File: src/inc/ppi_pkg.sv
// Package for the port pin interrupt and configuration block
package ppi_pkg;
    localparam int unsigned NUM_PINS = 8;
    localparam int unsigned NUM_PAIRS = NUM_PINS / 2;
    localparam int unsigned DM_W = 3;
    localparam int unsigned ADDR_W = 5;

    // Register offsets
    localparam logic [4:0] REG_INT_STATUS = 5'h00;
    localparam logic [4:0] REG_INT_CLEAR = 5'h01;
    localparam logic [4:0] REG_INT_ENABLE = 5'h02;
    localparam logic [4:0] REG_EDGE_LO = 5'h03;
    localparam logic [4:0] REG_EDGE_HI = 5'h04;
    localparam logic [4:0] REG_INBUF_DIS = 5'h05;
    localparam logic [4:0] REG_PORT_CFG = 5'h06;
    localparam logic [4:0] REG_REG_OUT = 5'h07;
    localparam logic [4:0] REG_HYST = 5'h08;
    localparam logic [4:0] REG_VREF_SEL = 5'h09;
    localparam logic [4:0] REG_RST_CFG = 5'h0A;
    localparam logic [4:0] REG_DATA_OUT = 5'h0B;
    localparam logic [4:0] REG_PIN_IN = 5'h0C;
    localparam logic [4:0] REG_DM_BASE = 5'h10;

    // Field positions in REG_PORT_CFG
    localparam int unsigned CFG_LVTTL_BIT = 0;
    localparam int unsigned CFG_CMP_BIT = 1;

    // Reset values
    localparam logic [7:0] RST_BYTE = 8'h00;
    localparam logic [2:0] DM_RST = 3'h0;
    localparam logic [1:0] EDGE_RST = 2'h0;

    typedef enum logic [1:0] {
        PPI_EDGE_NONE = 2'b00,
        PPI_EDGE_RISE = 2'b01,
        PPI_EDGE_FALL = 2'b10,
        PPI_EDGE_BOTH = 2'b11
    } ppi_edge_t;

    typedef enum logic [2:0] {
        PPI_DM_HIZ_ANALOG = 3'b000,
        PPI_DM_HIZ_DIGITAL = 3'b001,
        PPI_DM_RES_UP = 3'b010,
        PPI_DM_RES_DOWN = 3'b011,
        PPI_DM_OD_LOW = 3'b100,
        PPI_DM_OD_HIGH = 3'b101,
        PPI_DM_STRONG = 3'b110,
        PPI_DM_RES_BOTH = 3'b111
    } ppi_dm_t;

    typedef enum logic [1:0] {
        PPI_RCFG_DEFAULT = 2'b00,
        PPI_RCFG_PULL_DOWN = 2'b01,
        PPI_RCFG_PULL_UP = 2'b10
    } ppi_rcfg_t;

    typedef enum logic [1:0] {
        PPI_VREF_HALF_SUPPLY = 2'b00,
        PPI_VREF_40PCT_SUPPLY = 2'b01,
        PPI_VREF_HALF_EXT = 2'b10,
        PPI_VREF_FULL_EXT = 2'b11
    } ppi_vref_t;

    typedef enum logic [1:0] {
        PPI_LD_IDLE = 2'b00,
        PPI_LD_REQ = 2'b01,
        PPI_LD_DONE = 2'b10
    } ppi_ld_state_t;
endpackage : ppi_pkg

File: src/core/ppi_edge_det.sv
// Per-pin synchroniser and edge detector
`timescale 1ns/1ps
`default_nettype none
module ppi_edge_det (
    // Clock and reset
    input wire logic mclk,
    input wire logic rst_b,
    // Pin and setting
    input wire logic pin_in,
    input wire logic [1:0] edge_sel,
    // Result
    output logic pin_sync,
    output logic edge_hit
);
    logic s1_q, s1_d, s2_q, s2_d, s3_q, s3_d;

    always_comb
    begin
        s1_d = pin_in;
        s2_d = s1_q;
        s3_d = s2_q;
    end

    always_ff @(posedge mclk or negedge rst_b)
    begin
        if (!rst_b)
        begin
            s1_q <= 1'b0;
            s2_q <= 1'b0;
            s3_q <= 1'b0;
        end
        else
        begin
            s1_q <= s1_d;
            s2_q <= s2_d;
            s3_q <= s3_d;
        end
    end

    // Edges only; a held level never sets the flag again
    always_comb
    begin
        case (edge_sel)
            ppi_pkg::PPI_EDGE_RISE: edge_hit = s2_q & ~s3_q;
            ppi_pkg::PPI_EDGE_FALL: edge_hit = ~s2_q & s3_q;
            ppi_pkg::PPI_EDGE_BOTH: edge_hit = s2_q ^ s3_q;
            default: edge_hit = 1'b0;
        endcase
    end

    assign pin_sync = s2_q;
endmodule : ppi_edge_det
`default_nettype wire

File: src/core/ppi_port.sv
// Port pin interrupt unit with pin configuration registers
//
// Notes on behaviour
// - Eight pins share one interrupt unit with its own request line.
// - Each pin selects rising, falling, both edges or no interrupt.
// - A matching edge sets the pin's status bit and raises the request if the pin's REG_INT_ENABLE bit is set.
// - Edge detection keeps running in every sleep mode for wake-up.
// - Only edges are detected; levels need external logic.
// - One port-wide choice of CMOS or LVTTL input thresholds.
// - Each pin's input buffer can be disabled in any drive mode.
// - During reset every pin sits in high impedance analog.
// - At reset release the stored reset configuration is loaded.
// - Loaded configuration may put the whole port into pull-down or pull-up.
// - Pin outputs hold their state in low-power modes until changed.
// - Special pin pairs share a selectable input-high reference.
// - Each special pin picks supply-level or regulated high output.
// - Reference can come from the analog global line, making a comparator.
// - Each special pin has an input hysteresis enable.
// - Each pin has a three-bit drive mode; code 000 is high impedance analog.
`timescale 1ns/1ps
`default_nettype none
module ppi_port #(
    parameter int unsigned NUM_PINS = ppi_pkg::NUM_PINS
) (
    // Clock and reset
    input wire logic mclk,
    input wire logic rst_b,
    // Register port
    input wire logic [4:0] reg_addr,
    input wire logic [7:0] reg_wdata,
    input wire logic reg_wr,
    input wire logic reg_rd,
    output logic [7:0] reg_rdata,
    // Nonvolatile reset configuration
    input wire logic [1:0] nv_rst_cfg,
    output logic nv_load_req,
    input wire logic nv_load_ack,
    // Power state
    input wire logic low_power,
    // Pins
    input wire logic [7:0] pin_in,
    // Pad controls
    output logic [7:0] pad_drive_mode_field_0,
    output logic [7:0] pad_drive_mode_field_1,
    output logic [7:0] pad_drive_mode_field_2,
    output logic [7:0] pad_data_out,
    output logic [7:0] pad_inbuf_en,
    output logic pad_lvttl,
    output logic [7:0] special_io_pin_reg_out,
    output logic [7:0] special_io_pin_hyst,
    output logic [7:0] special_io_pin_vref_sel,
    output logic special_io_pin_cmp_mode,
    // Interrupt
    output logic port_interrupt_unit_irq
);
    if (NUM_PINS != 8)
    begin : g_bad_pins
        $error("ppi_port serves eight pins only");
    end

    // Configuration state
    logic [2:0] dm_q [8];
    logic [2:0] dm_d [8];
    logic [15:0] edge_q, edge_d;
    logic [7:0] stat_q, stat_d;
    logic [7:0] ien_q, ien_d;
    logic [7:0] inbuf_dis_q, inbuf_dis_d;
    logic [7:0] cfg_q, cfg_d;
    logic [7:0] regout_q, regout_d;
    logic [7:0] hyst_q, hyst_d;
    logic [7:0] vref_q, vref_d;
    logic [7:0] dout_q, dout_d;
    logic [1:0] rcfg_q, rcfg_d;
    logic [7:0] rdata_q, rdata_d;
    ppi_pkg::ppi_ld_state_t ld_q, ld_d;
    logic [7:0] hit;
    logic [7:0] pin_s;

    // Decode of a register address, used by read and write paths
    function automatic logic is_reg(input logic [4:0] a, input logic [4:0] r);
        is_reg = (a == r);
    endfunction : is_reg

    // Detection runs off mclk alone, independent of low_power
    genvar g;
    generate
        for (g = 0; g < 8; g++)
        begin : g_pin
            ppi_edge_det u_det (
                .mclk(mclk),
                .rst_b(rst_b),
                .pin_in(pin_in[g]),
                .edge_sel(edge_q[2*g+1:2*g]),
                .pin_sync(pin_s[g]),
                .edge_hit(hit[g])
            );
        end
    endgenerate

    // Reset configuration load sequence
    always_comb
    begin
        ld_d = ld_q;
        rcfg_d = rcfg_q;
        case (ld_q)
            ppi_pkg::PPI_LD_IDLE: ld_d = ppi_pkg::PPI_LD_REQ;
            ppi_pkg::PPI_LD_REQ:
            begin
                if (nv_load_ack)
                begin
                    rcfg_d = nv_rst_cfg;
                    ld_d = ppi_pkg::PPI_LD_DONE;
                end
            end
            ppi_pkg::PPI_LD_DONE: ld_d = ppi_pkg::PPI_LD_DONE;
            default: ld_d = ppi_pkg::PPI_LD_IDLE;
        endcase
        if (reg_wr && is_reg(reg_addr, ppi_pkg::REG_RST_CFG))
            rcfg_d = reg_wdata[1:0];
    end

    always_ff @(posedge mclk or negedge rst_b)
    begin
        if (!rst_b)
        begin
            ld_q <= ppi_pkg::PPI_LD_IDLE;
            rcfg_q <= ppi_pkg::PPI_RCFG_DEFAULT;
        end
        else
        begin
            ld_q <= ld_d;
            rcfg_q <= rcfg_d;
        end
    end

    assign nv_load_req = (ld_q == ppi_pkg::PPI_LD_REQ);

    // Register writes and status
    always_comb
    begin
        for (int i = 0; i < 8; i++)
        begin
            dm_d[i] = dm_q[i];
            if (reg_wr && is_reg(reg_addr, ppi_pkg::REG_DM_BASE + 5'(i)))
                dm_d[i] = reg_wdata[2:0];
        end
        edge_d = edge_q;
        ien_d = ien_q;
        inbuf_dis_d = inbuf_dis_q;
        cfg_d = cfg_q;
        regout_d = regout_q;
        hyst_d = hyst_q;
        vref_d = vref_q;
        dout_d = dout_q;
        stat_d = stat_q;
        if (reg_wr)
        begin
            case (reg_addr)
                ppi_pkg::REG_EDGE_LO: edge_d[7:0] = reg_wdata;
                ppi_pkg::REG_EDGE_HI: edge_d[15:8] = reg_wdata;
                ppi_pkg::REG_INT_ENABLE: ien_d = reg_wdata;
                ppi_pkg::REG_INBUF_DIS: inbuf_dis_d = reg_wdata;
                ppi_pkg::REG_PORT_CFG: cfg_d = reg_wdata & 8'h03;
                ppi_pkg::REG_REG_OUT: regout_d = reg_wdata;
                ppi_pkg::REG_HYST: hyst_d = reg_wdata;
                ppi_pkg::REG_VREF_SEL: vref_d = reg_wdata;
                ppi_pkg::REG_DATA_OUT: dout_d = reg_wdata;
                ppi_pkg::REG_INT_CLEAR: stat_d = stat_q & ~reg_wdata;
                default: stat_d = stat_q;
            endcase
        end
        if (reg_rd && is_reg(reg_addr, ppi_pkg::REG_INT_STATUS))
            stat_d = 8'h00;
        // A new edge beats a clear in the same cycle
        stat_d = stat_d | hit;
    end

    always_ff @(posedge mclk or negedge rst_b)
    begin
        if (!rst_b)
        begin
            for (int i = 0; i < 8; i++)
                dm_q[i] <= ppi_pkg::DM_RST;
            edge_q <= '0;
            ien_q <= ppi_pkg::RST_BYTE;
            inbuf_dis_q <= ppi_pkg::RST_BYTE;
            cfg_q <= ppi_pkg::RST_BYTE;
            regout_q <= ppi_pkg::RST_BYTE;
            hyst_q <= ppi_pkg::RST_BYTE;
            vref_q <= ppi_pkg::RST_BYTE;
            dout_q <= ppi_pkg::RST_BYTE;
            stat_q <= ppi_pkg::RST_BYTE;
        end
        else
        begin
            for (int i = 0; i < 8; i++)
                dm_q[i] <= dm_d[i];
            edge_q <= edge_d;
            ien_q <= ien_d;
            inbuf_dis_q <= inbuf_dis_d;
            cfg_q <= cfg_d;
            regout_q <= regout_d;
            hyst_q <= hyst_d;
            vref_q <= vref_d;
            dout_q <= dout_d;
            stat_q <= stat_d;
        end
    end

    // Read data, one cycle after the strobe
    always_comb
    begin
        rdata_d = 8'h00;
        if (reg_rd)
        begin
            case (reg_addr)
                ppi_pkg::REG_INT_STATUS: rdata_d = stat_q;
                ppi_pkg::REG_INT_ENABLE: rdata_d = ien_q;
                ppi_pkg::REG_EDGE_LO: rdata_d = edge_q[7:0];
                ppi_pkg::REG_EDGE_HI: rdata_d = edge_q[15:8];
                ppi_pkg::REG_INBUF_DIS: rdata_d = inbuf_dis_q;
                ppi_pkg::REG_PORT_CFG: rdata_d = cfg_q;
                ppi_pkg::REG_REG_OUT: rdata_d = regout_q;
                ppi_pkg::REG_HYST: rdata_d = hyst_q;
                ppi_pkg::REG_VREF_SEL: rdata_d = vref_q;
                ppi_pkg::REG_RST_CFG: rdata_d = {6'h00, rcfg_q};
                ppi_pkg::REG_DATA_OUT: rdata_d = dout_q;
                ppi_pkg::REG_PIN_IN: rdata_d = pin_s & ~inbuf_dis_q;
                default:
                begin
                    for (int i = 0; i < 8; i++)
                        if (is_reg(reg_addr, ppi_pkg::REG_DM_BASE + 5'(i)))
                            rdata_d = {5'h00, dm_q[i]};
                end
            endcase
        end
    end

    always_ff @(posedge mclk or negedge rst_b)
    begin
        if (!rst_b)
            rdata_q <= 8'h00;
        else
            rdata_q <= rdata_d;
    end

    assign reg_rdata = rdata_q;

    // Pad drive. Reset clears every register, so pads fall to analog
    // high impedance; low_power gates nothing, so pad state is held.
    always_comb
    begin
        for (int i = 0; i < 8; i++)
        begin
            logic [2:0] m;
            m = dm_q[i];
            if (ld_q == ppi_pkg::PPI_LD_DONE && m == ppi_pkg::PPI_DM_HIZ_ANALOG)
            begin
                if (rcfg_q == ppi_pkg::PPI_RCFG_PULL_DOWN)
                    m = ppi_pkg::PPI_DM_RES_DOWN;
                else if (rcfg_q == ppi_pkg::PPI_RCFG_PULL_UP)
                    m = ppi_pkg::PPI_DM_RES_UP;
            end
            if (ld_q != ppi_pkg::PPI_LD_DONE)
                m = ppi_pkg::PPI_DM_HIZ_ANALOG;
            pad_drive_mode_field_0[i] = m[0];
            pad_drive_mode_field_1[i] = m[1];
            pad_drive_mode_field_2[i] = m[2];
            pad_inbuf_en[i] = (m != ppi_pkg::PPI_DM_HIZ_ANALOG) & ~inbuf_dis_q[i];
        end
    end

    assign pad_data_out = (ld_q == ppi_pkg::PPI_LD_DONE) ? dout_q : 8'h00;
    assign pad_lvttl = cfg_q[ppi_pkg::CFG_LVTTL_BIT];
    assign special_io_pin_cmp_mode = cfg_q[ppi_pkg::CFG_CMP_BIT];
    assign special_io_pin_reg_out = regout_q;
    assign special_io_pin_hyst = hyst_q;
    assign special_io_pin_vref_sel = vref_q;

    // Level request while an enabled pending bit stands
    assign port_interrupt_unit_irq = |(stat_q & ien_q);
endmodule : ppi_port
`default_nettype wire

File: config.mk
export PLATFORM = sky130hd
export DESIGN_NAME = ppi_port
export DESIGN_NICKNAME = d
export VERILOG_FILES = /design/src/inc/ppi_pkg.sv /design/src/core/ppi_edge_det.sv /design/src/core/ppi_port.sv
export SDC_FILE = /design/constraint.sdc
export NUM_CORES = 1
export LEC_CHECK = 0
export ABC_CLOCK_PERIOD_IN_PS = 2600
export BUFFER_PORTS_ARGS = -buffer_cell sky130_fd_sc_hd__buf_2
export CAP_MARGIN = 0
export CORE_MARGIN = 2
export CORE_UTILIZATION = 62
export CTS_CLUSTER_DIAMETER = 50
export DETAILED_ROUTE_END_ITERATION = 7
export PLACE_DENSITY = 0.87
export SLEW_MARGIN = 20
export SYNTH_ARGS = -nofsm -noshare
export SYNTH_HDL_FRONTEND = slang
export SYNTH_SLANG_ARGS = --single-unit
File: constraint.sdc
create_clock -name mclk -period 2.6 [get_ports mclk]
set_input_delay 0 -clock mclk [delete_from_list [all_inputs] [get_ports mclk]]
set_output_delay 0 -clock mclk [all_outputs]
set_load 0.03 [all_outputs]
=== Word-level counts from Yosys, hierarchy flattened ===
Cells that the tools add are included.

* Flip-flop bits (word level): 134
* Logic and storage cells: 265
* Input bits: 29
* Output and inout port bits: 76

* Equal/unequal tests: 50
* Multiplexer cells: 59
* Reduce and logical (&&, ||, !) cells: 49
* Bitwise gates (word level): 62

{| class="wikitable"
|+ Operators by type and width
! kind !! count
|-
| $mux W3 || 33
|-
| $mux W8 || 12
|-
| $pmux W8 S12 || 1
|-
| $eq A5 B5 Y1 const B || 8
|-
| $eq A2 B2 Y1 const B || 18
|-
| $eq A5 B4 Y1 const B || 5
|-
| $and A1 B1 Y1 || 24
|-
| $and A8 B8 Y8 || 3
|-
| $logic_not A3 Y1 || 8
|-
| $not A1 Y1 || 24
|-
| $pmux W1 S3 || 8
|-
| $reduce_bool A3 Y1 || 8
|-
| $eq A2 B1 Y1 const B || 10
|-
| $eq A5 B3 Y1 const B || 4
|-
| $reduce_and A2 Y1 || 10
|-
| $logic_and A1 B1 Y1 || 18
|-
| $not A8 Y8 || 2
|-
| $eq A5 B2 Y1 const B || 2
|-
| $mux W2 || 4
|-
| $or A8 B8 Y8 || 1
|-
| $reduce_or A8 Y1 || 1
|-
| $xor A1 B1 Y1 || 8
|-
| $pmux W2 S3 || 1
|-
| $eq A5 B1 Y1 const B || 1
|-
| other kinds (5) || 6
|}

=== Longest topological paths before layout ===
Gate-level depths: netlist of run 1.

* Word-level depth: 11
* Gate-level depth with buffers: 8
* Gate-level depth less buffers: 6

=== Hierarchy ===
A second synthesis of run 1 with hierarchy kept.

* Cells, all modules: 607
* Area, all modules: 6926.6 um2

{| class="wikitable"
|+ By module, submodules not included
! module !! cells each !! instances !! sequential area each (um2) !! area each (um2)
|-
| ppi_port || 511 || 1 || 2752.6 || 5855.6
|-
| ppi_edge_det || 12 || 8 || 75.1 || 133.9
|}

=== Worst setup path after synthesis of run 1 ===
No wires, ideal clock.

* Path type: reg-to-output
* Start: register ld_q[0]
* End: output pad_inbuf_en[0]
* Cell stages (with the launch flop): 6
* Arrival time: 1638 ps
* Buffers on the path: 1
* Path slack: 962 ps
* Required time: 2600 ps
* Path through: dfrtp_1 -> inv_1 -> ha_1 -> clkbuf_1 -> o21a_1 -> o31a_1

* Cells in the longest elaborated chain, start to end: 6
* Elaborated cells between the ends (all ways): 7
* Classes of those cells: eq/ne (2); mux (2); bitwise (1); reduce/logical (2)

{| class="wikitable"
|+ Ends and longest elaborated chain
! item !! line !! text
|-
| start: declaration || ppi_port.sv:75 || <nowiki>ppi_pkg::ppi_ld_state_t ld_q, ld_d;</nowiki>
|-
| start signal: assignment || ppi_port.sv:126 || <nowiki>ld_q <= ppi_pkg::PPI_LD_IDLE;</nowiki>
|-
| start signal: assignment || ppi_port.sv:131 || <nowiki>ld_q <= ld_d;</nowiki>
|-
| $eq A2 B2 Y1 || ppi_port.sv:257 || <nowiki>if (ld_q == ppi_pkg::PPI_LD_DONE && m == ppi_pkg::PPI_DM_HIZ_ANALOG)</nowiki>
|-
| $logic_and A1 B1 Y1 || ppi_port.sv:257 ||
|-
| $mux W3 || ppi_port.sv:257 ||
|-
| $mux W3 * || ppi_port.sv:264 || <nowiki>if (ld_q != ppi_pkg::PPI_LD_DONE)</nowiki>
|-
| via pad_drive_mode_field_1[0] || ppi_port.sv:44 || <nowiki>output logic [7:0] pad_drive_mode_field_1,</nowiki>
|-
| $reduce_bool A3 Y1 * || ppi_port.sv:269 || <nowiki>pad_inbuf_en[i] = (m != ppi_pkg::PPI_DM_HIZ_ANALOG) & ~inbuf_dis_q[i];</nowiki>
|-
| $and A1 B1 Y1 * || ppi_port.sv:269 ||
|-
| end: declaration || ppi_port.sv:47 || <nowiki>output logic [7:0] pad_inbuf_en,</nowiki>
|}

The timed path passes the listed nets; every way through them passes the cells marked *.

=== Worst setup path in the final report of run 1 ===
* Start: register ld_q[0]
* End: output pad_inbuf_en[0]

* Cells in the longest elaborated chain, start to end: 6
* Elaborated cells between the ends (all ways): 7
* Classes of those cells: eq/ne (2); mux (2); bitwise (1); reduce/logical (2)

{| class="wikitable"
|+ Ends and longest elaborated chain
! item !! line
|-
| $eq A2 B2 Y1 || ppi_port.sv:257
|-
| $logic_and A1 B1 Y1 || ppi_port.sv:257
|-
| $mux W3 || ppi_port.sv:257
|-
| $mux W3 * || ppi_port.sv:264
|-
| $reduce_bool A3 Y1 * || ppi_port.sv:269
|-
| $and A1 B1 Y1 * || ppi_port.sv:269
|}

Mark *: on every way between the ends. The rest lies on a longest branch, timed or not.

==> qor.yml, run 1 <==
fin_nets: 801
final.fill_count: 717
yosysUniqueCellTypes: 64
final_hold_viol_count: 0
clk_pin_slew_ps: 60
maxSlewHeadroom: 0.385
worstPathRequired_ps: 2600
synth_edf_count: 0
synth_nets: 673
timing_max_transition_violations_final: 0
crit_type: "reg2out"
count_of_h_tree_levels_built_during_cts: 4
timing_worst_slew_pin_value_ps: 922
yosys.area.top_type_share: 0.483
clock-root-buffer: "sky130_fd_sc_hd__clkbuf_8"
grt-ovfl-total: 0
stdcell_count: 906
clock_tree_from_tritoncts: "yes"
avgSynthCellArea_um2: 11.1
start_util: 0.637
outcome: "complete, no violations"
wire_per_inst_um: 23.0
grt.total_usage: 0.362
numCtsBuffers: 17
worstReg2RegEnd: "rcfg_q[1]"
cts_buffer_depth: 2
grt_start_max_net_pins: 71
synth_sequential_area_ratio: 0.483
timing.final.crit_share: 0.934
fin_worst_skew_ps: 6.97
floorplan.io_pins: 105
area_delta_synth_final_pct: 21.2
critical_path.startpoint_type: "flip-flop"
netlist_instances: 625
ys_dominant_reg_cell: "sky130_fd_sc_hd__dfrtp_1"
final_layout_size_suffix_gt1_frac: 0.336
dp.final_hpwl_mm: 14.2
power-per-cell-area_nw_per_um2: 911
setup_tns_ps: 0
rsz0062_at_grt: "no"
setup.worst_path.end_class: "output pin"
detail_route.drc_violations: 0
gp_routability_congestion: 0.952
r2r-start: "ld_q[1]"
grt_pass1_vias: 5888
dp.cells: 848
worst_ep_arrival_time_ps: 2430
cts.sink_count: 134
firstDrtPassIters: 6
antenna_left: 0
core.rowCount: 38
synthMostInstantiatedCell: "sky130_fd_sc_hd__dfrtp_1"
synth.top_cells.by_area: "sky130_fd_sc_hd__dfrtp_1 (48%), sky130_fd_sc_hd__mux2_2 (15%), sky130_fd_sc_hd__ha_1 (3.4%)"
finish.utilization: 0.772
antenna_cells: 0
grt_pass1_wl_mm: 31.8
floorplan.die.height_um: 110
maxCapViolations: 0
via_count: 5871
reg2reg_setup_slack_ps: 240
numPortBuffers: 103
drt_wl_total_mm: 20.8
insertion_delay_of_the_later_clocked_pin_in_the_worst_skew_pair_ps: 540
yosysWarnings: 0
ys_ff_latch: 134
die_area_um2: 12100
fin_crit_ps: 2430
fmax_mhz: 412
yosys-top-cells-count: "sky130_fd_sc_hd__dfrtp_1 (134), sky130_fd_sc_hd__mux2_2 (90), sky130_fd_sc_hd__inv_1 (42), sky130_fd_sc_hd__a21oi_1 (35)"
fp.coreArea_um2: 10900
initial_antenna_violation_count: 0
first_iter_violations: 738
setup_viol: 0
routed_via_density: 6.48
hold_path.class: "in2async"
peakVddDrop_mv: 0.605
power_leakage_nw: 4.01
path_max_fanout: 26
leading_area_contributor_after_synthesis: "sky130_fd_sc_hd__dfrtp_1"
synth-async-reset-ratio: 1.00
die_x_um: 110
synth.cell_area_um2: 6940
ff2ff_path_depth: 7
-- layer usage --
layer,track usage,part of all wire,vias to the layer above
li1,-,-,2536
met1,0.469,0.40,2868
met2,0.569,0.48,373
met3,0.0854,0.075,94
met4,0.184,0.046,0
met5,0,0,-
-- logic make-up (layout without fill, tap and decap cells) --
kind of cell,after synthesis,in the layout,share of synthesized area
AOI/OAI and AO/OA,139,139,0.143
xor gates and xnor gates,1,1,0.00126
adders and majority gates,19,19,0.0343
buffers and inverters,77,218,0.0474
DFF,134,134,0.483
muxes,112,112,0.178
and+or+nand+nor,143,143,0.113
-- how the worst max path moves through the flow --
stage,to,from,depth (start not counted)
floorplan,pad_inbuf_en[0],ld_q[0],5
finish,pad_inbuf_en[0],ld_q[0],5
global placement,special_io_pin_vref_sel[7],reg_addr[1],6
detailed placement,reg_rdata[3],reg_addr[0],7
global route,rcfg_q[1],ld_q[1],7
CTS,pad_inbuf_en[1],rcfg_q[1],5
-- cell usage in the layout (no fill, tap or decap), drive strengths merged, types with 6 or more instances in the layout --
master and instances:
inv 43, a21oi 35, and2 17, mux2i 22, nand2b 8, nor3 30, nand2 30, dlygate4sd3 26
dfrtp 134, a22oi 11, nor2 18, o21ai 13, nand3 16, o21a 16, clkbuf 23, buf 117
o31a 9, and3 6, a31o 8, ha 19, mux2 90
-- power by group --
group | internal [W] | switching (W) | total (W)
Clock | 0.00143 | 0.000879 | 0.00231
Combinational | 0.000942 | 0.00159 | 0.00253
Sequential | 0.00244 | 0.000387 | 0.00282
Total | 0.00481 | 0.00285 | 0.00766
-- final cells by class --
type,count,area (µm²),area share
clock inverter,9,100,0.0119
inverter,43,161,0.0192
sequential,134,3350,0.399
multi-input combinational,414,3270,0.388
timing repair buffer,143,887,0.105
tap,140,175,0.0208
clock buffer,23,467,0.0555
-- registers in the layout, indices dropped and copies added, names as in the netlist --
register and cells:
reg_rdata 8, g_pin.u_det.s3_q 8, stat_q 8, rcfg_q 2, dout_q 8, special_io_pin_vref_sel 8
cfg_q 2, inbuf_dis_q 8, g_pin.u_det.pin_sync 8, special_io_pin_hyst 8, g_pin.u_det.s1_q 8, ien_q 8
special_io_pin_reg_out 8, ld_q 2, dm_q 24, edge_q 16
-- worst max-delay path, stage by stage, from the launching register on --
cell and delay (ps):
sky130_fd_sc_hd__dfrtp_1 380, sky130_fd_sc_hd__inv_1 90, sky130_fd_sc_hd__ha_1 770, sky130_fd_sc_hd__o21a_1 260
sky130_fd_sc_hd__o31a_1 170, sky130_fd_sc_hd__buf_2 210
-- stage by stage --
step | setup WS, ps | power, W | area, µm² | hold slack, ps
2_1_floorplan | 962 | 0.00441 | 6940 | -296
3_3_place_gp | 699 | 0.00510 | 7570 | 40.6
3_5_place_dp | 694 | 0.00521 | 7570 | 56.3
4_1_cts | 133 | 0.00760 | 8400 | 53.4
5_1_grt | 85.4 | 0.00798 | 8410 | 91.1
6_report | 172 | 0.00766 | 8410 | 47.6
-- repair_timing --
action	4_1_cts	5_1_grt
hold endpoints to repair	137	0
resized for setup	0	1
setup endpoints to repair	0	1
buffers inserted	0	0
hold buffers	26	0
No activity file was read; power rests on OpenSTA's default activity.
==> run 2: changes to the inputs <==
--- a/config.mk
+++ b/config.mk
@@ -5,7 +5,6 @@
 export SDC_FILE = /design/constraint.sdc
 export NUM_CORES = 1
 export LEC_CHECK = 0
-export ABC_CLOCK_PERIOD_IN_PS = 2600
 export BUFFER_PORTS_ARGS = -buffer_cell sky130_fd_sc_hd__buf_2
 export CAP_MARGIN = 0
 export CORE_MARGIN = 2
==> constraint.sdc (replaced) <==
create_clock -name mclk -period 3.1 [get_ports mclk]
set_input_delay 0 -clock mclk [delete_from_list [all_inputs] [get_ports mclk]]
set_output_delay 0 -clock mclk [all_outputs]
set_load 0.03 [all_outputs]
==> run 2 against run 1 <==
Hold slack gained 46 ps. Sequential share of layout area up 0.60 points. Non-clock buffer count down 9. Final area fell by 1.5%. Flip-flop and latch count unchanged. Die area unchanged. Clock power is 21% lower. Combinational power is 18% lower. Clock-buffer cell count grew 1. Worst setup slack improved by 400 ps. Global-route usage down 0.49 points. Critical path depth unchanged. Largest power group unchanged. Highest routed layer unchanged.
==> qor.yml, run 2 (synthesis gave the netlist of run 1 again) <==
grt.total_usage: 0.357  # -0.00491
routed_via_density: 6.54  # +0.96%
setup.worst_path.end_class: "output pin"
first_iter_violations: 759  # +2.8%
area_delta_synth_final_pct: 19.4
cts_buffer_depth: 2  # unchanged
grt_pass1_vias: 5728  # -2.7%
dp.cells: 840  # -0.94%
wire_per_inst_um: 22.9  # about the same
timing.final.crit_share: 0.816
setup_viol: 0  # unchanged
worst_hold_slack_ps: 93.3  # +45.7 ps
hold_path.class: "in2reg"
dp.final_hpwl_mm: 14.2  # -0.18%
antenna_left: 0  # unchanged
multiInputGateArea_um2: 3260  # -0.23%
layout_commonest_cell: "sky130_fd_sc_hd__dfrtp_1"
floorplan.io_pins: 105  # unchanged
power_leakage_nw: 3.95  # -1.7%
ff2ff_path_depth: 7  # unchanged
die_x_um: 110  # unchanged
floorplan.die.height_um: 110  # unchanged
fp.coreArea_um2: 10900  # unchanged
clk_pin_slew_ps: 60  # about the same
r2r-start: "ld_q[1]"
peakVddDrop_mv: 0.544  # -10%
final.fill_count: 731  # +2.0%
final_hold_viol_count: 0  # unchanged
startpoint: "ld_q[0]"
initial_antenna_violation_count: 0  # unchanged
maxCapViolations: 0  # unchanged
timing_max_transition_violations_final: 0  # unchanged
grt_start_max_net_pins: 89  # +25%
max_ffs_per_register: 24  # unchanged
clock_tree_from_tritoncts: "yes"
path_max_fanout: 32  # +23%
grt-ovfl-total: 0  # unchanged
fin_nets: 792  # -1.1%
stdcell_count: 894  # -1.3%
worstPathRequired_ps: 3100  # +500 ps
gp_routability_congestion: 0.944  # -0.90%
firstDrtPassIters: 6  # unchanged
drt_wl_total_mm: 20.5  # -1.4%
placedInstanceArea_um2: 7510  # -0.79%
rsz0062_at_grt: "no"
die_area_um2: 12100  # unchanged
fmax_mhz: 395
setup_tns_ps: 0  # unchanged
fin_crit_ps: 2530
timing_worst_slew_pin_value_ps: 1050  # +131 ps
reg_top3: "dm_q: 24 flops, edge_q: 16 flops"
final_area_um2: 8290  # -1.5%
numPortBuffers: 103  # unchanged
worst_ep_arrival_time_ps: 2530  # +100 ps
ff_latch_area_um2: 3350  # unchanged
crit_type: "reg2out"
maxSlewHeadroom: 0.298  # -0.0872
reg2reg_setup_slack_ps: 670  # +430 ps
grt_pass1_wl_mm: 31.6  # -0.71%
outcome: "complete, no violations"
power-per-cell-area_nw_per_um2: 755  # -17%
fin_worst_skew_ps: 8.73  # +1.76 ps
insertion_delay_of_the_later_clocked_pin_in_the_worst_skew_pair_ps: 550  # about the same
final_layout_size_suffix_gt1_frac: 0.324  # -0.0119
antenna_cells: 0  # unchanged
start_util: 0.637  # unchanged
count_of_h_tree_levels_built_during_cts: 4  # unchanged
detail_route.drc_violations: 0  # unchanged
timing.critical_path.to: "pad_inbuf_en[0]"
critical_path.startpoint_type: "flip-flop"
core.rowCount: 38  # unchanged
cts.sink_count: 134  # unchanged
most-common-layout-cells: "sky130_fd_sc_hd__dfrtp_1 (134), sky130_fd_sc_hd__buf_2 (102), sky130_fd_sc_hd__mux2_2 (90), sky130_fd_sc_hd__inv_1 (42), sky130_fd_sc_hd__a21oi_1 (35)"
numCtsBuffers: 17  # unchanged
cts-resized-gates: 0  # unchanged
largest-register: "dm_q"
clock-root-buffer: "sky130_fd_sc_hd__clkbuf_8"
worstReg2RegEnd: "rcfg_q[0]"
via_count: 5849  # -0.37%
run 2: final cells by class:
class	count	share of cell area
repair buffers	134	0.0986
well taps	140	0.0211
clock inverters	5	0.00604
flip-flops and latches	134	0.405
inverters	43	0.0195
multi-input cells	414	0.393
clock buffers	24	0.0568
run 2: critical path: stages, from the launching register on:
cell and delay, ps:
sky130_fd_sc_hd__dfrtp_1 390, sky130_fd_sc_hd__inv_1 110, sky130_fd_sc_hd__ha_1 870, sky130_fd_sc_hd__o21a_1 250, sky130_fd_sc_hd__o31a_1 160, sky130_fd_sc_hd__buf_2 210
run 2: per-layer routing:
metal | global-route usage | vias to the layer above | share of wire | wire, µm
met1 | 0.463 | 2915 | 0.40 | 8110
li1 | - | 2519 | - | -
met4 | 0.164 | 0 | 0.035 | 727
met2 | 0.580 | 344 | 0.49 | 10000
met3 | 0.0699 | 71 | 0.081 | 1660
met5 | 0 | - | 0 | 0
run 2: per-stage QoR:
step                utilization  setup slack (ps)  total power, W
global placement          0.690              1130         0.00425
CTS                       0.761               610         0.00622
detailed placement        0.690              1100         0.00435
floorplan                     -              1460         0.00370
finish                    0.761               570         0.00625
global route              0.761               467         0.00651
run 2: power by group:
group / switching, W / internal (W) / leakage (nW) / total (W)
registers: 0.000310 / 0.00204 / 1.66 / 0.00235
logic: 0.00132 / 0.000763 / 2.03 / 0.00208
clock network: 0.000710 / 0.00111 / 0.260 / 0.00182
run 2: worst min-delay path by stage:
stage                            from                   to  slack (ps)  cells past startpoint
after global routing        pin_in[3]  g_pin[3].u_det.s1_q          90                      2
final                       pin_in[6]  g_pin[6].u_det.s1_q          90                      2
after global placement          rst_b  g_pin[0].u_det.s1_q         100                      1
after detailed placement    pin_in[7]  g_pin[7].u_det.s1_q         110                      1
after CTS                 reg_addr[0]         reg_rdata[5]          40                      3
after floorplan                 rst_b             cfg_q[0]        -300                      0
run 2: repair_timing:
action                                 in CTS  in global routing
hold buffers                               25                  0
endpoints found under the hold margin     156                  0
buffers inserted                            0                  0
==> run 3: changes to the inputs <==
--- a/config.mk
+++ b/config.mk
@@ -8,10 +8,10 @@
 export BUFFER_PORTS_ARGS = -buffer_cell sky130_fd_sc_hd__buf_2
 export CAP_MARGIN = 0
 export CORE_MARGIN = 2
-export CORE_UTILIZATION = 62
+export CORE_UTILIZATION = 52
 export CTS_CLUSTER_DIAMETER = 50
 export DETAILED_ROUTE_END_ITERATION = 7
-export PLACE_DENSITY = 0.87
+export PLACE_DENSITY = 0.78
 export SLEW_MARGIN = 20
 export SYNTH_ARGS = -nofsm -noshare
 export SYNTH_HDL_FRONTEND = slang
==> constraint.sdc (replaced) <==
create_clock -name mclk -period 2.3 [get_ports mclk]
set_input_delay 0 -clock mclk [delete_from_list [all_inputs] [get_ports mclk]]
set_output_delay 0 -clock mclk [all_outputs]
set_load 0.03 [all_outputs]
==> run 3 against run 2 <==
Wire length fell by 3.5%. Hold slack got worse by 74 ps. Register-to-register slack improved by 40 ps. Critical path depth rose by 1. Worst setup slack got worse by 240 ps. Utilization fell by 12 points. Non-clock buffer count rose by 3. Combinational power rose by 31%. Largest power group unchanged. Critical path type unchanged. Highest routed layer unchanged. Critical endpoint is now pad_inbuf_en[1]. Via count fell by 1.3%. First-iteration DRC count fell by 34%.
==> qor.yml, run 3 (synthesis gave the netlist of run 1 again) <==
outcome: "complete, no violations"
grt_pass1_wl_mm: 31.5  # -0.24%
die_area_um2: 14300  # +19%
cp_slowest_stage_delay_ps: 440  # -430 ps
stdcell_count: 936  # +4.7%
timing_max_transition_violations_final: 0  # unchanged
setup.worst_path.end_class: "output pin"
antenna_cells: 0  # unchanged
fin_worst_skew_ps: 5.98  # -2.75 ps
setup_viol: 0  # unchanged
grt.total_usage: 0.287  # -0.0698
count_of_h_tree_levels_built_during_cts: 4  # unchanged
cts-resized-gates: 0  # unchanged
gp_routability_congestion: 1.03  # +9.2%
largest-register: "dm_q"
fin_nets: 795  # +0.38%
fmax_mhz: 508
rsz0062_at_grt: "no"
grt-ovfl-total: 0  # unchanged
die_x_um: 120  # +8.9%
final.fill_count: 1022  # +40%
crit_path_top_delay_cell: "sky130_fd_sc_hd__dfrtp_1"
r2r-start: "edge_q[3]"
most-common-layout-cells: "sky130_fd_sc_hd__dfrtp_1 (134), sky130_fd_sc_hd__buf_2 (102), sky130_fd_sc_hd__mux2_2 (90), sky130_fd_sc_hd__inv_1 (42), sky130_fd_sc_hd__a21oi_1 (35)"
initial_antenna_violation_count: 0  # unchanged
multiInputGateArea_um2: 3260  # unchanged
startpoint: "rcfg_q[0]"
maxSlewHeadroom: 0.606  # +0.308
grt_pass1_vias: 5881  # +2.7%
clock-root-buffer: "sky130_fd_sc_hd__clkbuf_16"
clk_pin_slew_ps: 60  # about the same
worstPathRequired_ps: 2300  # -800 ps
routed_via_density: 6.17  # -5.7%
floorplan.die.height_um: 120  # +8.9%
timing.final.crit_share: 0.856
wire_per_inst_um: 21.1  # -7.8%
detail_route.drc_violations: 0  # unchanged
numPortBuffers: 103  # unchanged
finish.utilization: 0.640  # -0.121
firstDrtPassIters: 6  # unchanged
fp.coreArea_um2: 13100  # +21%
drt_wl_total_mm: 19.8  # -3.5%
area_delta_synth_final_pct: 21.2
start_util: 0.528  # -0.109
crit_type: "reg2out"
insertion_delay_of_the_later_clocked_pin_in_the_worst_skew_pair_ps: 420  # -130 ps
fin_crit_ps: 1970
start_point_of_the_worst_hold_path: "reg_wdata[3]"
first_iter_violations: 504  # -34%
power-per-cell-area_nw_per_um2: 1020  # +35%
setup_tns_ps: 0  # unchanged
dp.cells: 888  # +5.7%
final_hold_viol_count: 0  # unchanged
numCtsBuffers: 17  # unchanged
grt_start_max_net_pins: 63  # -29%
timing_worst_slew_pin_value_ps: 592  # -461 ps
floorplan.io_pins: 105  # unchanged
final_layout_size_suffix_gt1_frac: 0.345  # +0.0211
dp.final_hpwl_mm: 14.0  # -0.89%
layout_commonest_cell: "sky130_fd_sc_hd__dfrtp_1"
critical_path.startpoint_type: "flip-flop"
hold_path.class: "in2reg"
via_count: 5775  # -1.3%
cts.sink_count: 134  # unchanged
core.rowCount: 42  # +11%
reg_top3: "dm_q: 24 flops, edge_q: 16 flops"
crit_path_cell_trace: "xnor2_1 -> buf_4 -> nor3_1 -> o21a_1 -> o31a_1 -> buf_2"
peakVddDrop_mv: 0.431  # -21%
antenna_left: 0  # unchanged
clock_tree_from_tritoncts: "yes"
path_max_fanout: 8  # -75%
ff_latch_area_um2: 3350  # unchanged
maxCapViolations: 0  # unchanged
power_leakage_nw: 3.99  # +1.0%
cts_buffer_depth: 2  # unchanged
worst_ep_arrival_time_ps: 1970  # -560 ps
max_ffs_per_register: 24  # unchanged
run 3: cell count changes in the layout (fill, tap and decap cells not counted), sizes merged:
cell,previous run,this run
clkinvlp,0,4
clkinv,4,5
inv,43,45
buf,109,121
bufinv,1,2
clkbuf,24,19
dlygate4sd3,25,16
run 3: stage by stage:
| step | area [µm²] | total power, W | hold WS, ps | worst slack [ps] |
|---|---|---|---|---|
| detailed placement | 7660 | 0.00588 | 30.5 | 462 |
| floorplan | 6940 | 0.00498 | -296 | 662 |
| finish | 8410 | 0.00858 | 18.9 | 332 |
| global placement | 7660 | 0.00579 | 9.71 | 489 |
| CTS | 8410 | 0.00860 | 4.17 | 340 |
| global route | 8410 | 0.00896 | 10.6 | 271 |
run 3: path summary, 6_finish.rpt:
| check | end | slack, ps | cells past startpoint |
|---|---|---|---|
| setup / recovery | pad_inbuf_en[1] | 330 | 6 |
| hold / removal | stat_q[3] | 20 | 3 |
| setup reg to reg | reg_rdata[3] | 710 | 4 |
| hold reg to reg | g_pin[1].u_det.pin_sync | 350 | 0 |
| max in group asynchronous | reg_rdata[5] | 1400 | 3 |
| min in group asynchronous | dm_q[6] | 140 | 2 |
run 3: layout make-up:
type                    count  share of cell area
clock buffers              19              0.0526
clock inverters            13              0.0175
inverters                  43              0.0192
multi-input cells         414               0.387
flip-flops and latches    134               0.399
well taps                 176              0.0262
repair buffers            137              0.0986
run 3: per-layer routing:
metal	GRT usage	vias to the layer above	wire (µm)
met1	0.377	2886	8120
met5	0	-	0
met3	0.0599	58	1470
li1	-	2531	-
met4	0.139	0	777
met2	0.456	300	9440
run 3: critical path: cells and delay by family (launching register included):
family	cells	cell delay (ps)
compound gates	2	480
flops	1	440
buf+inv	2	370
xor+xnor	1	190
simple gates	1	60
run 3: where the power goes:
part / switching (W) / leakage, nW / internal, W / total [W]
registers: 0.000423 / 1.66 / 0.00275 / 0.00318
logic: 0.00172 / 2.05 / 0.00100 / 0.00272
clock network: 0.00105 / 0.276 / 0.00163 / 0.00268
run 3: what timing repair did:
| action | 4_1_cts | 5_1_grt |
|---|---|---|
| setup buffers | 0 | 0 |
| hold buffers | 16 | 0 |
| endpoints found under the hold margin | 90 | 0 |
